**config.mk**
```make
export PLATFORM = sky130hd
export DESIGN_NAME = olx_core
export DESIGN_NICKNAME = d
export VERILOG_FILES = /design/src/verilog/olx_alu.v /design/src/verilog/olx_addr.v /design/src/verilog/olx_core.v
export VERILOG_INCLUDE_DIRS = /design/src /design/src/verilog
export SDC_FILE = /design/constraint.sdc
export NUM_CORES = 1
export LEC_CHECK = 0
export BUFFER_PORTS_ARGS = -buffer_cell sky130_fd_sc_hd__clkbuf_2
export CAP_MARGIN = 20
export CORE_MARGIN = 3
export CORE_UTILIZATION = 32
export DETAILED_ROUTE_END_ITERATION = 12
export PLACE_DENSITY = 0.6
export SLEW_MARGIN = 10
export SYNTH_ARGS = -nofsm -noshare
export SYNTH_HDL_FRONTEND = slang
export SYNTH_HIERARCHICAL = 1
export SYNTH_SLANG_ARGS = --single-unit
```
**constraint.sdc**
```tcl
create_clock -name aclk -period 2.7 [get_ports aclk]
set_input_delay 0.675 -clock aclk [delete_from_list [all_inputs] [get_ports aclk]]
set_output_delay 0.675 -clock aclk [all_outputs]
set_load 0.005 [all_outputs]
```
**src/verilog/olx_regs.vh**
```
`ifndef OLX_REGS_VH
`define OLX_REGS_VH
// Summary of operation
// RULE1: Result is accumulator OR addressed file byte
// RULE2: Destination bit 0 writes the accumulator
// RULE3: Destination bit 1 writes the file
// RULE4: Bank bit 0 selects the access bank
// RULE5: Bank bit 1 uses bank select register
// RULE6: Extended set, access, f<=95: indexed offset
// RULE7: Load twelve-bit literal into selected pointer
// RULE8: Pointer index 0..2 picks one pointer
// RULE9: OR takes one word, one cycle; N,Z
// RULE10: Load takes two cycles: high then low
// ****************************************
// Register map (word indices, byte address is four times)
// ****************************************
`define OLX_ADDR_CTRL    4'h0
`define OLX_ADDR_INSTR   4'h1
`define OLX_ADDR_WREG    4'h2
`define OLX_ADDR_BANK    4'h3
`define OLX_ADDR_FILEDAT 4'h4
`define OLX_ADDR_STATUS  4'h5
`define OLX_ADDR_PTR0    4'h6
`define OLX_ADDR_PTR1    4'h7
`define OLX_ADDR_PTR2    4'h8
`define OLX_ADDR_RESULT  4'h9
`define OLX_ADDR_FADDR   4'ha
// ****************************************
// Instruction fields
// ****************************************
`define OLX_OP_OR        6'h04
`define OLX_OP_LOAD      8'hee
`define OLX_LOAD_SUB     2'h0
`define OLX_D_BIT        9
`define OLX_A_BIT        8
`define OLX_INDEX_MAX    8'h5f
`define OLX_ACCESS_SPLIT 8'h60
`define OLX_ACCESS_HIGH  4'hf
`define OLX_N_BIT        4
`define OLX_Z_BIT        2
`define OLX_STATUS_RST   8'h00
`define OLX_RESP_OKAY    2'b00
`define OLX_RESP_SLVERR  2'b10
`endif

```
**src/verilog/olx_alu.v**
```verilog
`timescale 1ns/1ps
module olx_alu (
   input  wire [7:0] acc,
   input  wire [7:0] file_val,
   output wire [7:0] result,
   output wire       neg,
   output wire       zero
);
   assign result = acc | file_val; // see RULE1
   assign neg    = result[7];      // see RULE9
   assign zero   = (result == 8'h00);
endmodule

```
**src/verilog/olx_addr.v**
```verilog
`timescale 1ns/1ps
`include "olx_regs.vh"
module olx_addr (
   input  wire [7:0]  f,
   input  wire        bank_bit,
   input  wire        ext_en,
   input  wire [3:0]  bank_select_register,
   input  wire [11:0] pointer2,
   output reg  [11:0] addr,
   output reg         indexed
);
   always @* begin
      indexed = 1'b0;
      if (bank_bit) begin
         addr = {bank_select_register, f};                          // see RULE5
      end else if (ext_en && f <= `OLX_INDEX_MAX) begin
         indexed = 1'b1;
         addr    = pointer2 + {4'h0, f};                            // see RULE6
      end else if (f < `OLX_ACCESS_SPLIT) begin
         addr = {4'h0, f};                                          // see RULE4
      end else begin
         addr = {`OLX_ACCESS_HIGH, f};
      end
   end
endmodule

```
**src/verilog/olx_core.v**
```verilog
`timescale 1ns/1ps
`include "olx_regs.vh"
module olx_core (
   input  wire        aclk,
   input  wire        aresetn,
   input  wire [31:0] s_axi_awaddr,
   input  wire        s_axi_awvalid,
   output reg         s_axi_awready,
   input  wire [31:0] s_axi_wdata,
   input  wire [3:0]  s_axi_wstrb,
   input  wire        s_axi_wvalid,
   output reg         s_axi_wready,
   output reg  [1:0]  s_axi_bresp,
   output reg         s_axi_bvalid,
   input  wire        s_axi_bready,
   input  wire [31:0] s_axi_araddr,
   input  wire        s_axi_arvalid,
   output reg         s_axi_arready,
   output reg  [31:0] s_axi_rdata,
   output reg  [1:0]  s_axi_rresp,
   output reg         s_axi_rvalid,
   input  wire        s_axi_rready
);
   // ****************************************
   // Architectural state
   // ****************************************
   reg  [7:0]  acc;
   reg  [3:0]  bank_select_register;
   reg  [7:0]  file_data;
   reg  [7:0]  status;
   reg  [3:0]  pointer_high_byte [0:2];
   reg  [7:0]  pointer_low_byte  [0:2];
   reg  [15:0] instr;
   reg  [15:0] instr2;
   reg         ext_en;
   reg         busy;
   reg  [1:0]  phase;
   reg         second;
   reg  [7:0]  last_result;
   reg  [11:0] last_addr;
   reg         last_indexed;
   // ****************************************
   // Datapath
   // ****************************************
   wire [7:0]  alu_result;
   wire        alu_neg;
   wire        alu_zero;
   wire [11:0] op_addr;
   wire        op_indexed;
   wire [11:0] ptr2 = {pointer_high_byte[2], pointer_low_byte[2]};

   olx_alu u_alu (
      .acc      (acc),
      .file_val (file_data),
      .result   (alu_result),
      .neg      (alu_neg),
      .zero     (alu_zero)
   );

   olx_addr u_addr (
      .f                    (instr[7:0]),
      .bank_bit             (instr[`OLX_A_BIT]),
      .ext_en               (ext_en),
      .bank_select_register (bank_select_register),
      .pointer2             (ptr2),
      .addr                 (op_addr),
      .indexed              (op_indexed)
   );

   function [3:0] reg_index;
      input [31:0] a;
      begin
         reg_index = a[5:2];
      end
   endfunction

   function is_mapped;
      input [31:0] a;
      begin
         is_mapped = (a[31:6] == 26'h0) && (a[5:2] <= `OLX_ADDR_FADDR);
      end
   endfunction

   wire        is_or   = (instr[15:10] == `OLX_OP_OR);
   wire        is_load = (instr[15:8] == `OLX_OP_LOAD) && (instr[7:6] == `OLX_LOAD_SUB)
                         && (instr[5:4] != 2'h3);                   // see RULE8
   wire [1:0]  psel    = instr[5:4];
   // ****************************************
   // AXI4-Lite write channel
   // ****************************************
   reg         aw_held;
   reg         w_held;
   reg  [31:0] aw_addr;
   reg  [31:0] w_data;
   reg  [3:0]  w_strb;
   wire        do_write = aw_held && w_held && !s_axi_bvalid;
   wire [3:0]  widx     = reg_index(aw_addr);
   wire        go       = do_write && is_mapped(aw_addr) && (widx == `OLX_ADDR_CTRL)
                          && w_strb[0] && w_data[0] && !busy;
   integer     i;

   always @(posedge aclk) begin
      if (!aresetn) begin
         s_axi_awready        <= 1'b1;
         s_axi_wready         <= 1'b1;
         s_axi_bvalid         <= 1'b0;
         s_axi_bresp          <= `OLX_RESP_OKAY;
         aw_held              <= 1'b0;
         w_held               <= 1'b0;
         aw_addr              <= 32'h0;
         w_data               <= 32'h0;
         w_strb               <= 4'h0;
         acc                  <= 8'h00;
         bank_select_register <= 4'h0;
         file_data            <= 8'h00;
         status               <= `OLX_STATUS_RST;
         instr                <= 16'h0000;
         instr2               <= 16'h0000;
         ext_en               <= 1'b0;
         busy                 <= 1'b0;
         phase                <= 2'h0;
         second               <= 1'b0;
         last_result          <= 8'h00;
         last_addr            <= 12'h000;
         last_indexed         <= 1'b0;
         for (i = 0; i < 3; i = i + 1) begin
            pointer_high_byte[i] <= 4'h0;
            pointer_low_byte[i]  <= 8'h00;
         end
      end else begin
         if (s_axi_awvalid && s_axi_awready) begin
            aw_held       <= 1'b1;
            aw_addr       <= s_axi_awaddr;
            s_axi_awready <= 1'b0;
         end
         if (s_axi_wvalid && s_axi_wready) begin
            w_held       <= 1'b1;
            w_data       <= s_axi_wdata;
            w_strb       <= s_axi_wstrb;
            s_axi_wready <= 1'b0;
         end
         if (s_axi_bvalid && s_axi_bready) begin
            s_axi_bvalid  <= 1'b0;
            s_axi_awready <= 1'b1;
            s_axi_wready  <= 1'b1;
         end
         // Writes landing while an instruction runs are dropped to keep state coherent
         if (do_write) begin
            aw_held      <= 1'b0;
            w_held       <= 1'b0;
            s_axi_bvalid <= 1'b1;
            s_axi_bresp  <= is_mapped(aw_addr) ? `OLX_RESP_OKAY : `OLX_RESP_SLVERR;
            if (is_mapped(aw_addr) && !busy && w_strb[0]) begin
               case (widx)
                  `OLX_ADDR_CTRL:    ext_en               <= w_data[1];
                  `OLX_ADDR_INSTR: begin
                     instr  <= w_data[15:0];
                     instr2 <= w_data[31:16];
                  end
                  `OLX_ADDR_WREG:    acc                  <= w_data[7:0];
                  `OLX_ADDR_BANK:    bank_select_register <= w_data[3:0];
                  `OLX_ADDR_FILEDAT: file_data            <= w_data[7:0];
                  `OLX_ADDR_STATUS:  status               <= w_data[7:0];
                  default: ;
               endcase
            end
            if (go) begin
               busy   <= 1'b1;
               phase  <= 2'h0;
               second <= 1'b0;
            end
         end
         // ****************************************
         // Quarter-cycle sequencer: decode, read, process, write
         // ****************************************
         if (busy) begin
            phase <= phase + 2'h1;
            if (phase == 2'h3) begin
               if (is_or) begin
                  last_result  <= alu_result;
                  last_addr    <= op_addr;
                  last_indexed <= op_indexed;
                  if (instr[`OLX_D_BIT])
                     file_data <= alu_result;                       // see RULE3
                  else
                     acc <= alu_result;                             // see RULE2
                  status[`OLX_N_BIT] <= alu_neg;                    // see RULE9
                  status[`OLX_Z_BIT] <= alu_zero;
                  busy <= 1'b0;
               end else if (is_load && !second) begin
                  pointer_high_byte[psel] <= instr[3:0];            // see RULE10
                  second <= 1'b1;
               end else if (is_load) begin
                  pointer_low_byte[psel] <= instr2[7:0];            // see RULE7
                  busy <= 1'b0;
               end else begin
                  busy <= 1'b0;
               end
            end
         end
      end
   end
   // ****************************************
   // AXI4-Lite read channel
   // ****************************************
   reg [31:0] rd_val;
   always @* begin
      case (reg_index(s_axi_araddr))
         `OLX_ADDR_CTRL:    rd_val = {30'h0, ext_en, busy};
         `OLX_ADDR_INSTR:   rd_val = {instr2, instr};
         `OLX_ADDR_WREG:    rd_val = {24'h0, acc};
         `OLX_ADDR_BANK:    rd_val = {28'h0, bank_select_register};
         `OLX_ADDR_FILEDAT: rd_val = {24'h0, file_data};
         `OLX_ADDR_STATUS:  rd_val = {24'h0, status};
         `OLX_ADDR_PTR0:    rd_val = {20'h0, pointer_high_byte[0], pointer_low_byte[0]};
         `OLX_ADDR_PTR1:    rd_val = {20'h0, pointer_high_byte[1], pointer_low_byte[1]};
         `OLX_ADDR_PTR2:    rd_val = {20'h0, ptr2};
         `OLX_ADDR_RESULT:  rd_val = {24'h0, last_result};
         `OLX_ADDR_FADDR:   rd_val = {19'h0, last_indexed, last_addr};
         default:           rd_val = 32'h0;
      endcase
   end

   always @(posedge aclk) begin
      if (!aresetn) begin
         s_axi_arready <= 1'b1;
         s_axi_rvalid  <= 1'b0;
         s_axi_rdata   <= 32'h0;
         s_axi_rresp   <= `OLX_RESP_OKAY;
      end else begin
         if (s_axi_arvalid && s_axi_arready) begin
            s_axi_arready <= 1'b0;
            s_axi_rvalid  <= 1'b1;
            s_axi_rdata   <= is_mapped(s_axi_araddr) ? rd_val : 32'h0;
            s_axi_rresp   <= is_mapped(s_axi_araddr) ? `OLX_RESP_OKAY : `OLX_RESP_SLVERR;
         end else if (s_axi_rvalid && s_axi_rready) begin
            s_axi_rvalid  <= 1'b0;
            s_axi_arready <= 1'b1;
         end
      end
   end
endmodule

```
# Word level (Yosys, flattened, before mapping)
# Memories as Yosys holds them, arrays and structs flattened.
# Index checks and enable logic that the tools add are counted.
dict set report op_classes {
  n_addsub 2
  magnitude_cmp 4
  n_eq_ne 19
  muxes 73
  n_bitwise 2
  reduce_logical 43
}
# operator count
set op_table {}
lappend op_table {{one-hot mux 32 bit (11 select lines)} 1}
lappend op_table {{two-way mux 8 bit} 15}
lappend op_table {{zero test 26 bit} 2}
lappend op_table {{two-way mux 1 bit} 42}
lappend op_table {{two-way mux 12 bit} 3}
lappend op_table {{two-way mux 32 bit} 1}
lappend op_table {{== test 4 x 3 -> 1 bit (second input constant)} 6}
lappend op_table {{logical AND 1 bit} 20}
lappend op_table {{== test 4 x 2 -> 1 bit (second input constant)} 4}
lappend op_table {{two-way mux 5 bit} 3}
lappend op_table {{AND reduction 3 bit} 5}
lappend op_table {{two-way mux 2 bit} 7}
lappend op_table {{adder 12 x 8 -> 12 bit} 1}
lappend op_table {{== test 4 bit (second input constant)} 3}
lappend op_table {{== test 4 x 1 -> 1 bit (second input constant)} 2}
lappend op_table {{== test 8 bit (second input constant)} 1}
lappend op_table {{less-or-equal comparator 4 bit (second input constant)} 2}
lappend op_table {{less-or-equal comparator 8 x 7 -> 1 bit (second input constant)} 1}
lappend op_table {{zero test 4 bit} 2}
lappend op_table {{zero test 8 bit} 1}
lappend op_table {{< comparator 8 x 7 -> 1 bit (second input constant)} 1}
lappend op_table {{bitwise OR 8 bit} 1}
lappend op_table {{nonzero test 2 bit} 4}
lappend op_table {{OR reduction 8 bit} 1}
lappend op_table {{other kinds (11)} 14}
dict set report totals {
  reg_bits 194
  ram_bits 36
  out_inout_bits 41
  wordCells 172
  memories 2
}
# name depth width read_ports rd_ports_with_merged_regs wr line
set memory_table {}
lappend memory_table {pointer_low_byte 3 8 3 0 3 olx_core.v:32} ;# reg [7:0] pointer_low_byte [0:2];
lappend memory_table {pointer_high_byte 3 4 3 0 3 olx_core.v:31} ;# reg [3:0] pointer_high_byte [0:2];

# Depth between registers and ports, before layout
# Gate-level depths: netlist of run 1.
dict set report depth {
  depth_word 13
  ltp_mapped 10
  depth_no_buf 10
}

# Hierarchy
# The synthesis of run 1 kept the hierarchy.
# mod instances cells_each area_each_um2 seq_area_each_um2
set modules_own_cells {}
lappend modules_own_cells {olx_core 1 1007 9748.1 4884.7}
lappend modules_own_cells {olx_addr 1 93 659.4 0.0}
lappend modules_own_cells {olx_alu 1 14 91.3 0.0}

# Worst setup path before layout of run 1
# No wires, ideal clock.
dict set report synth_timing {
  path_kind {input to register}
  from {in aresetn}
  to {mem pointer_low_byte[1][0], enable pin}
  arrival_ns 2.149
  path_slack_ns 0.167
  path_stages 4
  n_path_buf 0
  cell_sequence {nand3_1 > a2111oi_0 > nand3_1 > o21ai_0}
}
# item line
set synth_rtl {}
lappend synth_rtl {{from (decl)} olx_core.v:5} ;# input wire aresetn,
lappend synth_rtl {{to (decl)} olx_core.v:32}

==> impl_metrics.tcl, run 1 <==
set metrics [dict create \
    status "completed" \
    async_reset_ff_frac 0 \
    drc 0 \
    syn_avg_cell_area_um2 9.42 \
    seq_area_um2 4880 \
    crit_required_ns 3.13 \
    seq_area_frac_synth 0.465 \
    fillerInstances 3235 \
    cp-end-kind "register" \
    tightest_slew_ns 0.883 \
    grt_usage 0.165 \
    fin_skew_ns 0.0213 \
    tns_ns 0 \
    die_area_um2 35000 \
    post-route-util 0.396 \
    cap_violations 0 \
    pwr-share-comb 0.063 \
    cts_root_buf "clkbuf_16" \
    cts_tree "built" \
    vias_per_cell 5.03 \
    wirelength_um 29900 \
    maxSlewHeadroom 0.407 \
    ys.flop_type "dfxtp_1" \
    hold_buffers 0 \
    grt_pass1_wl_um 46800 \
    cts.sinks 226 \
    ys_ff_latch 226 \
    area_delta_synth_final_pct 20.6 \
    fp.dieH_um 187 \
    port_buffers 138 \
    grt_max_degree 138 \
    start_kind "register" \
    place.gp.congestion 0.848 \
    synth_edf_count 36 \
    ioPinCount 148 \
    period_minus_slack_ns 2.46 \
    drv_slew 0 \
    cts_resized 0 \
    seqPwrFrac 0.481 \
    yosysWarnings 6 \
    dp_slack_ns 0.0537 \
    synth.area.top_cells "dfxtp_1, edfxtp_1, nand2_1" \
    fin_crit_sh 0.910 \
    clkPwrFrac 0.456 \
    cts_buffers 24 \
    antenna_left 0 \
    crit_fanout 3 \
    syn-instance-count 1114 \
    gr-total-overflow 0 \
    grt_pass1_vias 8288 \
    die_w_um 187 \
    fmax_ghz 0.407 \
    yosys.cell_types.count 77 \
    power.share.switching 0.233 \
    synth_top_area_frac 0.362 \
    dp_hpwl_um 21400 \
    htreeDepth 1 \
    syn_area_um2 10500 \
    drt_iter0_drc 590 \
    clk_latency_ns 0.53 \
    irDropWorstVdd_mv 0.343 \
    antenna_cells 0 \
    clkSlewWorstSetupHoldPaths_ns 0.06 \
    wl_per_cell_um 17.5 \
    rsz0062_at_grt "no" \
    worst_slack_ns 0.242 \
    finalNetCount 1372 \
    drive_gt1_frac 0.207 \
    vias 8585 \
    rows 65 \
    initial_core_util 0.328 \
    antenna_found_initial 0 \
    clk_path_buf_depth 3 \
    yosysTopAreaCell "dfxtp_1" \
    dr.pass1.iters 5 \
    leakage_nw 4.67 \
    critical_path_arrival_ns 2.89 \
    hp-class "in -> reg" \
    core_um2 32000 \
    multi_input_area_um2 5250 \
    switchingPower_mw 1.73 \
    crit_type "reg -> reg" \
    power.internal_mw 5.70 \
    hold_viol 0 \
    post_cts_buffers 0 \
    setup_viol_count_final 0 \
    p_per_area_nw_per_um2 586 \
]
-- critical path, cell delays in order (launching register included) --
cell	delay [ns]
edfxtp_1	0.44
ha_1	0.27
inv_1	0.09
fa_1	0.20
nor2b_1	0.07
o31a_2	0.33
o21a_1	0.20
o21a_1	0.17
o31ai_2	0.35
nand2_1	0.08
a21boi_0	0.17
-- kinds of logic (layout without fill, tap and decap cells) --
family	after synthesis	count (layout)	share of synthesized area
AND/OR/NAND/NOR	432	432	0.225
AO/OA/AOI/OAI	279	279	0.186
flip-flops	226	226	0.465
buffers and inverters	87	245	0.0353
multiplexers	74	74	0.0715
adder cells (fa/ha/maj)	10	10	0.0126
XOR/XNOR	5	5	0.00417
other	1	2	0.000357
-- final timing paths --
kind	startpoint	endpoint	slack [ns]	cells after the start
worst max-delay path	pointer_low_byte[2][0]	last_addr[6]	0.24	10
worst min-delay path	s_axi_awvalid	s_axi_awready	0.36	2
worst max register to register	pointer_low_byte[2][0]	last_addr[6]	0.24	10
worst min register to register	s_axi_rdata[7]	s_axi_rdata[7]	0.44	2
-- state kept, by name, summed over array words and instances, names as in the netlist, 2 cells and up --
register / flops
w_data: 32
aw_addr: 30
instr: 16
status: 8
last_addr: 12
pointer_high_byte: 12
phase: 2
last_result: 8
instr2: 16
acc: 8
s_axi_rdata: 32
bank_select_register: 4
pointer_low_byte: 24
file_data: 8
-- per-stage QoR --
step / hold WS, ns / power (mW) / cells / instance area, µm²
after global placement: 0.428 / 4.11 / 1664 / 11800
after CTS: 0.349 / 7.51 / 1708 / 12700
final: 0.364 / 7.42 / 1708 / 12700
after global routing: 0.357 / 7.70 / 1708 / 12700
after detailed placement: 0.434 / 4.12 / 1664 / 11800
after floorplan: 0.435 / 3.91 / 1115 / 10500
-- placed cells by master (no fill, tap or decap), drive strengths merged, types with 3 or more instances in the layout --
master	instances
ha	9
a32oi	7
edfxtp	36
nand4	4
o21a	6
mux2	8
a211oi	9
nand2	213
nor4b	4
a21o	5
nor3b	5
a21boi	92
nor3	6
inv	16
clkbuf	172
nor2	16
o21ai	60
nand2b	9
and2	44
nor4	22
o211ai	4
a22o	34
buf	49
a21oi	34
nand3	17
a31oi	5
mux2i	66
or2	8
dfxtp	190
clkinv	7
nand3b	14
a22oi	4
xor2	3
nor4bb	4
and3	3
nor2b	51
-- cell usage after synthesis, drive strengths merged, types with 3 or more instances --
master and count:
nand2 213, dfxtp 190, a21boi 92, mux2i 66
o21ai 60, clkbuf 57, nor2b 51, and2 44
edfxtp 36, a21oi 34, a22o 34, nor4 22
nand3 17, nor2 16, buf 15, inv 15
nand3b 14, a211oi 9, ha 9, nand2b 9
mux2 8, or2 8, a32oi 7, nor3 6
o21a 6, a21o 5, a31oi 5, nor3b 5
a22oi 4, nand4 4, nor4b 4, nor4bb 4
o211ai 4, and3 3, xor2 3
-- final cells by class --
cell class | instances | share of cell area
Clock buffer | 35 | 0.0580
Clock inverter | 9 | 0.00652
Inverter | 15 | 0.00464
Multi-Input combinational cell | 802 | 0.415
Sequential cell | 226 | 0.386
Tap cell | 435 | 0.0430
Timing Repair Buffer | 186 | 0.0872
-- power groups by stage --
stage / logic, mW / clock network [mW] / registers, mW
final: 0.471 / 3.38 / 3.57
after global routing: 0.528 / 3.59 / 3.58
after CTS: 0.477 / 3.46 / 3.57
after detailed placement: 0.476 / 0 / 3.65
after global placement: 0.468 / 0 / 3.64
after floorplan: 0.290 / 0 / 3.62
-- layer usage --
metal | track usage | vias up | wire length, µm
met2 | 0.270 | 216 | 13700
met5 | 0 | - | 0
met3 | 0.0246 | 36 | 1680
met1 | 0.232 | 4107 | 14100
li1 | - | 4226 | -
met4 | 0.0369 | 0 | 520
Note: power is estimated with default switching activity, not from simulation.
==> run 2, diff against run 1 <==
- ABC_AREA: not set -> 1
- SYNTH_HIERARCHICAL: 1 -> not set
==> impl_metrics.tcl, run 2 <==
set metrics [dict create \
    synth_common_cells "nor2_1, nand2_1, dfxtp_1" \
    drc 0 \
    period_minus_slack_ns 2.19 \
    yosysTopAreaCell "dfxtp_1" \
    async_reset_ff_frac 0 \
    maxSlewHeadroom 0.583 \
    antenna_found_initial 0 \
    ys.flop_type "dfxtp_1" \
    grt_max_degree 134 \
    cts.sinks 226 \
    post-route-util 0.394 \
    syn-instance-count 1336 \
    start_kind "register" \
    wl_met1_um 14200 \
    setup_viol_count_final 0 \
    crit_required_ns 2.92 \
    critical_path_arrival_ns 2.41 \
    post_cts_buffers 0 \
    ys_ff_latch 226 \
    status "completed" \
    syn_area_um2 10100 \
    final_cell_mix "nor2_1, nand2_1, dfxtp_1, clkbuf_2, a21oi_1" \
    port_buffers 138 \
    antenna_cells 0 \
    cap_violations 0 \
    cp-end-kind "register" \
    fin_crit_sh 0.811 \
    drt_iter0_drc 741 \
    clk_path_buf_depth 3 \
    hold_buffers 0 \
    postLayoutCellArea_um2 12200 \
    vias 9254 \
    dr.pass1.iters 5 \
    die_w_um 184 \
    whs_ns 0.377 \
    synth_top_area_frac 0.375 \
    grt_pass1_wl_um 47700 \
    vias_per_cell 4.91 \
    crit_type "reg -> reg" \
    cts_buffers 26 \
    cts_resized 0 \
    leakage_nw 5.07 \
    largestRegisters "s_axi_rdata (32), w_data (32), aw_addr (30)" \
    topRoutingLayerUsed "met4" \
    core_um2 30900 \
    place_area_um2 11300 \
    fin_skew_ns 0.0160 \
    area_delta_synth_final_pct 20.1 \
    fp.dieH_um 184 \
    grt_pass1_vias 8739 \
    cts_root_buf "clkbuf_16" \
    crit_fanout 9 \
    fillerInstances 3263 \
    synth_edf_count 36 \
    clk_latency_ns 0.54 \
    whs_path_depth 3 \
    tns_ns 0 \
    fmax_ghz 0.457 \
    tightest_slew_ns 0.625 \
    irDropWorstVdd_mv 0.503 \
    syn_avg_cell_area_um2 7.59 \
    cts_tree "built" \
    hp-class "in -> reg" \
    ff2ff_path_depth 7 \
    drive_gt1_frac 0.181 \
    synth.area.top_cells "dfxtp_1, edfxtp_1, nor2_1" \
    dp_hpwl_um 22300 \
    wl_per_cell_um 16.2 \
    wl_met2_um 13400 \
    yosysWarnings 0 \
    initial_core_util 0.328 \
    clkSlewWorstSetupHoldPaths_ns 0.06 \
    seq_area_frac_synth 0.482 \
    grt_usage 0.176 \
    synth_most_common_cell "nor2_1" \
    dp_slack_ns 0.389 \
    rows 64 \
    htreeDepth 1 \
    antenna_left 0 \
    gr-total-overflow 0 \
    die_area_um2 33900 \
    met3_length_um 2180 \
    hold_viol 0 \
    wirelength_um 30400 \
    ioPinCount 148 \
    rsz0062_at_grt "no" \
    yosys.cell_types.count 51 \
    finalNetCount 1587 \
    p_per_area_nw_per_um2 639 \
    final_common_cell "nor2_1" \
    drv_slew 0 \
    worst_slack_ns 0.510 \
    place.gp.congestion 0.912 \
]
[run 2: cell types whose count changed after synthesis, moves of 17 or more]
cell / change
o21ai_1: +34
mux2i_1: -66
clkbuf_1: -17
a21oi_1: +100
and2_1: -44
a22o_1: -34
nor2_1: +205
nor2b_1: -51
inv_1: +112
nand3_1: +47
o21ai_0: +58
a21boi_0: -91
[run 2: report_power, final]
part           switching [mW]  total [mW]  leakage, nW  internal, mW
combinational           0.347       0.539         2.74         0.192
clock                    1.45        3.61        0.437          2.16
sequential             0.0924        3.63         1.89          3.54
[run 2: routing by layer]
layer  global-route usage  up-vias
li1                     -     4677
met5                    0        -
met4               0.0411        0
met1                0.250     4256
met3               0.0358       49
met2                0.277      272
[run 2: critical path, cell delays in order, from the launching register on]
cell and delay [ns]:
dfxtp_1 0.36, inv_1 0.20, o211ai_1 0.14, nor3_1 0.23, nand3_1 0.12, nor3_2 0.23
nand2_1 0.25, nand2_1 0.33
[run 2: worst paths after layout]
check / start / end / slack [ns]
setup / recovery: instr[6] / pointer_low_byte[0][4] / 0.51
hold / removal: s_axi_wdata[18] / w_data[18] / 0.38
setup reg to reg: instr[6] / pointer_low_byte[0][4] / 0.51
hold reg to reg: status[1] / status[1] / 0.46
[run 2: cell families after synthesis]
logic type | after synthesis | share of synthesized area
AND/OR/NAND/NOR | 565 | 0.246
buffers and inverters | 198 | 0.0776
XOR/XNOR | 6 | 0.00518
adder cells (fa/ha/maj) | 10 | 0.0131
other | 1 | 0.000370
AO/OA/AOI/OAI | 330 | 0.176
flip-flops | 226 | 0.482
[run 2: stage by stage]
step | total power, mW | std cells
after global placement | 4.24 | 1838
after detailed placement | 4.25 | 1838
after global routing | 8.06 | 1884
after CTS | 7.84 | 1884
final | 7.78 | 1884
after floorplan | 4.02 | 1337
[run 2: final cells by class]
class | count | area (µm²) | area share
repair buffers | 164 | 913 | 0.0750
inverters | 139 | 522 | 0.0428
clock inverters | 11 | 131 | 0.0108
multi-input cells | 913 | 4480 | 0.368
well taps | 396 | 495 | 0.0407
clock buffers | 35 | 756 | 0.0621
flip-flops and latches | 226 | 4880 | 0.401
==> run 3, diff against run 2 <==
- PLACE_DENSITY: 0.6 -> 0.62
- clock period: 2.7 -> 1.9 ns (I/O delays scaled with it)
==> impl_metrics.tcl, run 3 (same netlist as run 2, synthesis figures left out) <==
set metrics [dict create \
    status "completed" \
    instances_no_fill 1964 \
    maxSlewHeadroom 0.577 \
    cts.sinks 226 \
    antenna_found_initial 0 \
    path_depth 12 \
    ioPinCount 148 \
    seqPwrFrac 0.482 \
    initial_core_util 0.328 \
    p_per_area_nw_per_um2 817 \
    dp_hpwl_um 22900 \
    finalNetCount 1668 \
    crit_path_top_delay_cell "dfxtp_2" \
    setup_viol_count_final 0 \
    crit_required_ns 2.39 \
    power.share.switching 0.244 \
    clkPwrFrac 0.439 \
    die_area_um2 33900 \
    grt_pass1_wl_um 48200 \
    grt_usage 0.177 \
    htreeDepth 1 \
    min_from "s_axi_wdata[24]" \
    clk_path_buf_depth 3 \
    tightest_slew_ns 0.633 \
    cts_buffers 25 \
    final_common_cell "nor2_1" \
    critical_path_arrival_ns 2.36 \
    grt_util_met3 0.0309 \
    period_minus_slack_ns 1.88 \
    drc 0 \
    drive_gt1_frac 0.256 \
    drt_iter0_drc 728 \
    grt_use_met2 0.284 \
    cap_violations 0 \
    wl_per_cell_um 15.9 \
    antenna_cells 0 \
    use_met1 0.248 \
    antenna_left 0 \
    fmax_ghz 0.533 \
    crit_type "reg -> reg" \
    die_w_um 184 \
    largestRegisters "s_axi_rdata (32), w_data (32), aw_addr (30)" \
    irDropWorstVdd_mv 0.489 \
    reg2reg_from "instr[5]" \
    grt_pass1_vias 9057 \
    drv_slew 0 \
    fin_crit_sh 0.987 \
    hold_viol 0 \
    hp-class "in -> reg" \
    clk_latency_ns 0.54 \
    slowest_delay_ns 0.33 \
    cp-end-kind "register" \
    dp_cells 1904 \
    clkSlewWorstSetupHoldPaths_ns 0.06 \
    port_buffers 138 \
    fin_skew_ns 0.0230 \
    switchingPower_mw 2.61 \
    cp_top_family "buffers and inverters" \
    area_delta_synth_final_pct 29.0 \
    final_cell_mix "nor2_1, nand2_1, dfxtp_1, clkbuf_2, a21oi_1" \
    cts_root_buf "clkbuf_16" \
    core_um2 30900 \
    worstPathCellList "buf_6, buf_6, a21oi_4, inv_2, nor3_4, clkinvlp_4, buf_6, a21oi_2, o21ai_2, o21ai_0, nand2_1, inv_1" \
    rows 64 \
    ff2ff_path_depth 12 \
    vias_per_cell 4.91 \
    place.gp.congestion 0.906 \
    cts_tree "built" \
    leakage_nw 5.53 \
    power.internal_mw 8.08 \
    path_buf_inv 6 \
    crit_fanout 6 \
    dr.pass1.iters 6 \
    vias 9636 \
    fp.dieH_um 184 \
    rsz0062_at_grt "yes" \
    cp_common_cell "buf_6" \
    top_usage_layer "met2" \
    post-route-util 0.423 \
    grt_max_degree 134 \
    pwr-share-comb 0.079 \
    gr-total-overflow 0 \
    start_kind "register" \
    whs_path_depth 3 \
    crit_start "instr[5]" \
    wirelength_um 31300 \
]
run 3: cell count changes in the layout (fill, tap and decap cells not counted), moves of 7 or more:
cell,change
a21oi_1,-9
o21ai_1,+7
nand2_2,+7
buf_6,+11
inv_1,-8
o21ai_0,-11
buf_4,+64
a21oi_2,+7
nand2_1,-13
run 3: worst paths after layout:
path	endpoint	slack, ns
hold reg to reg	s_axi_rdata[30]	0.46
setup / recovery	last_addr[4]	0.02
setup reg to reg	last_addr[4]	0.02
hold / removal	w_data[24]	0.18
run 3: area by class of cell:
class / instances / area [µm²]
clock inverters: 9 / 85.1
well taps: 396 / 495
fillers: 3136 / 17800
clock buffers: 35 / 703
multi-input cells: 913 / 4720
flip-flops and latches: 226 / 4890
inverters: 139 / 528
repair buffers: 246 / 1660
run 3: stage by stage:
stage | instance area (µm²) | setup TNS, ns | power (mW) | setup WS, ns | hold WS [ns]
finish | 13100 | 0 | 10.7 | 0.0245 | 0.183
global route | 13100 | -0.557 | 11.1 | -0.0745 | 0.199
CTS | 12700 | 0 | 10.8 | 0.00343 | 0.175
detailed placement | 11800 | -0.233 | 6.08 | -0.0589 | 0.448
global placement | 11800 | -0.181 | 6.06 | -0.0313 | 0.439
floorplan | 10100 | 0 | 5.71 | 0.125 | 0.425
run 3: timing repair:
action,in CTS,in global routing
pin swaps,0,21
gates resized for setup,9,86
buffers inserted,0,16
setup endpoints to repair,23,119
endpoints found under the hold margin,0,0
cloned,0,1
hold buffers,0,0
run 3: layer usage:
metal,up-vias,part of all wire
met5,-,0
met3,56,0.071
met1,4430,0.45
met2,298,0.45
met4,0,0.024
li1,4852,-
run 3: power groups by stage:
stage                     clock (mW)  combinational [mW]  sequential, mW
final                           4.69               0.848            5.15
after global routing            4.98               0.961            5.17
after CTS                       4.78               0.833            5.15
after detailed placement           0               0.827            5.25
after global placement             0               0.816            5.25
after floorplan                    0               0.497            5.21
run 3: worst register-to-register path, delay by kind of cell, from the launching register on:
family	cells	cell delay [ns]
buffers and inverters	6	0.68
AO/OA/AOI/OAI	4	0.48
flip-flops	1	0.33
AND/OR/NAND/NOR	2	0.33
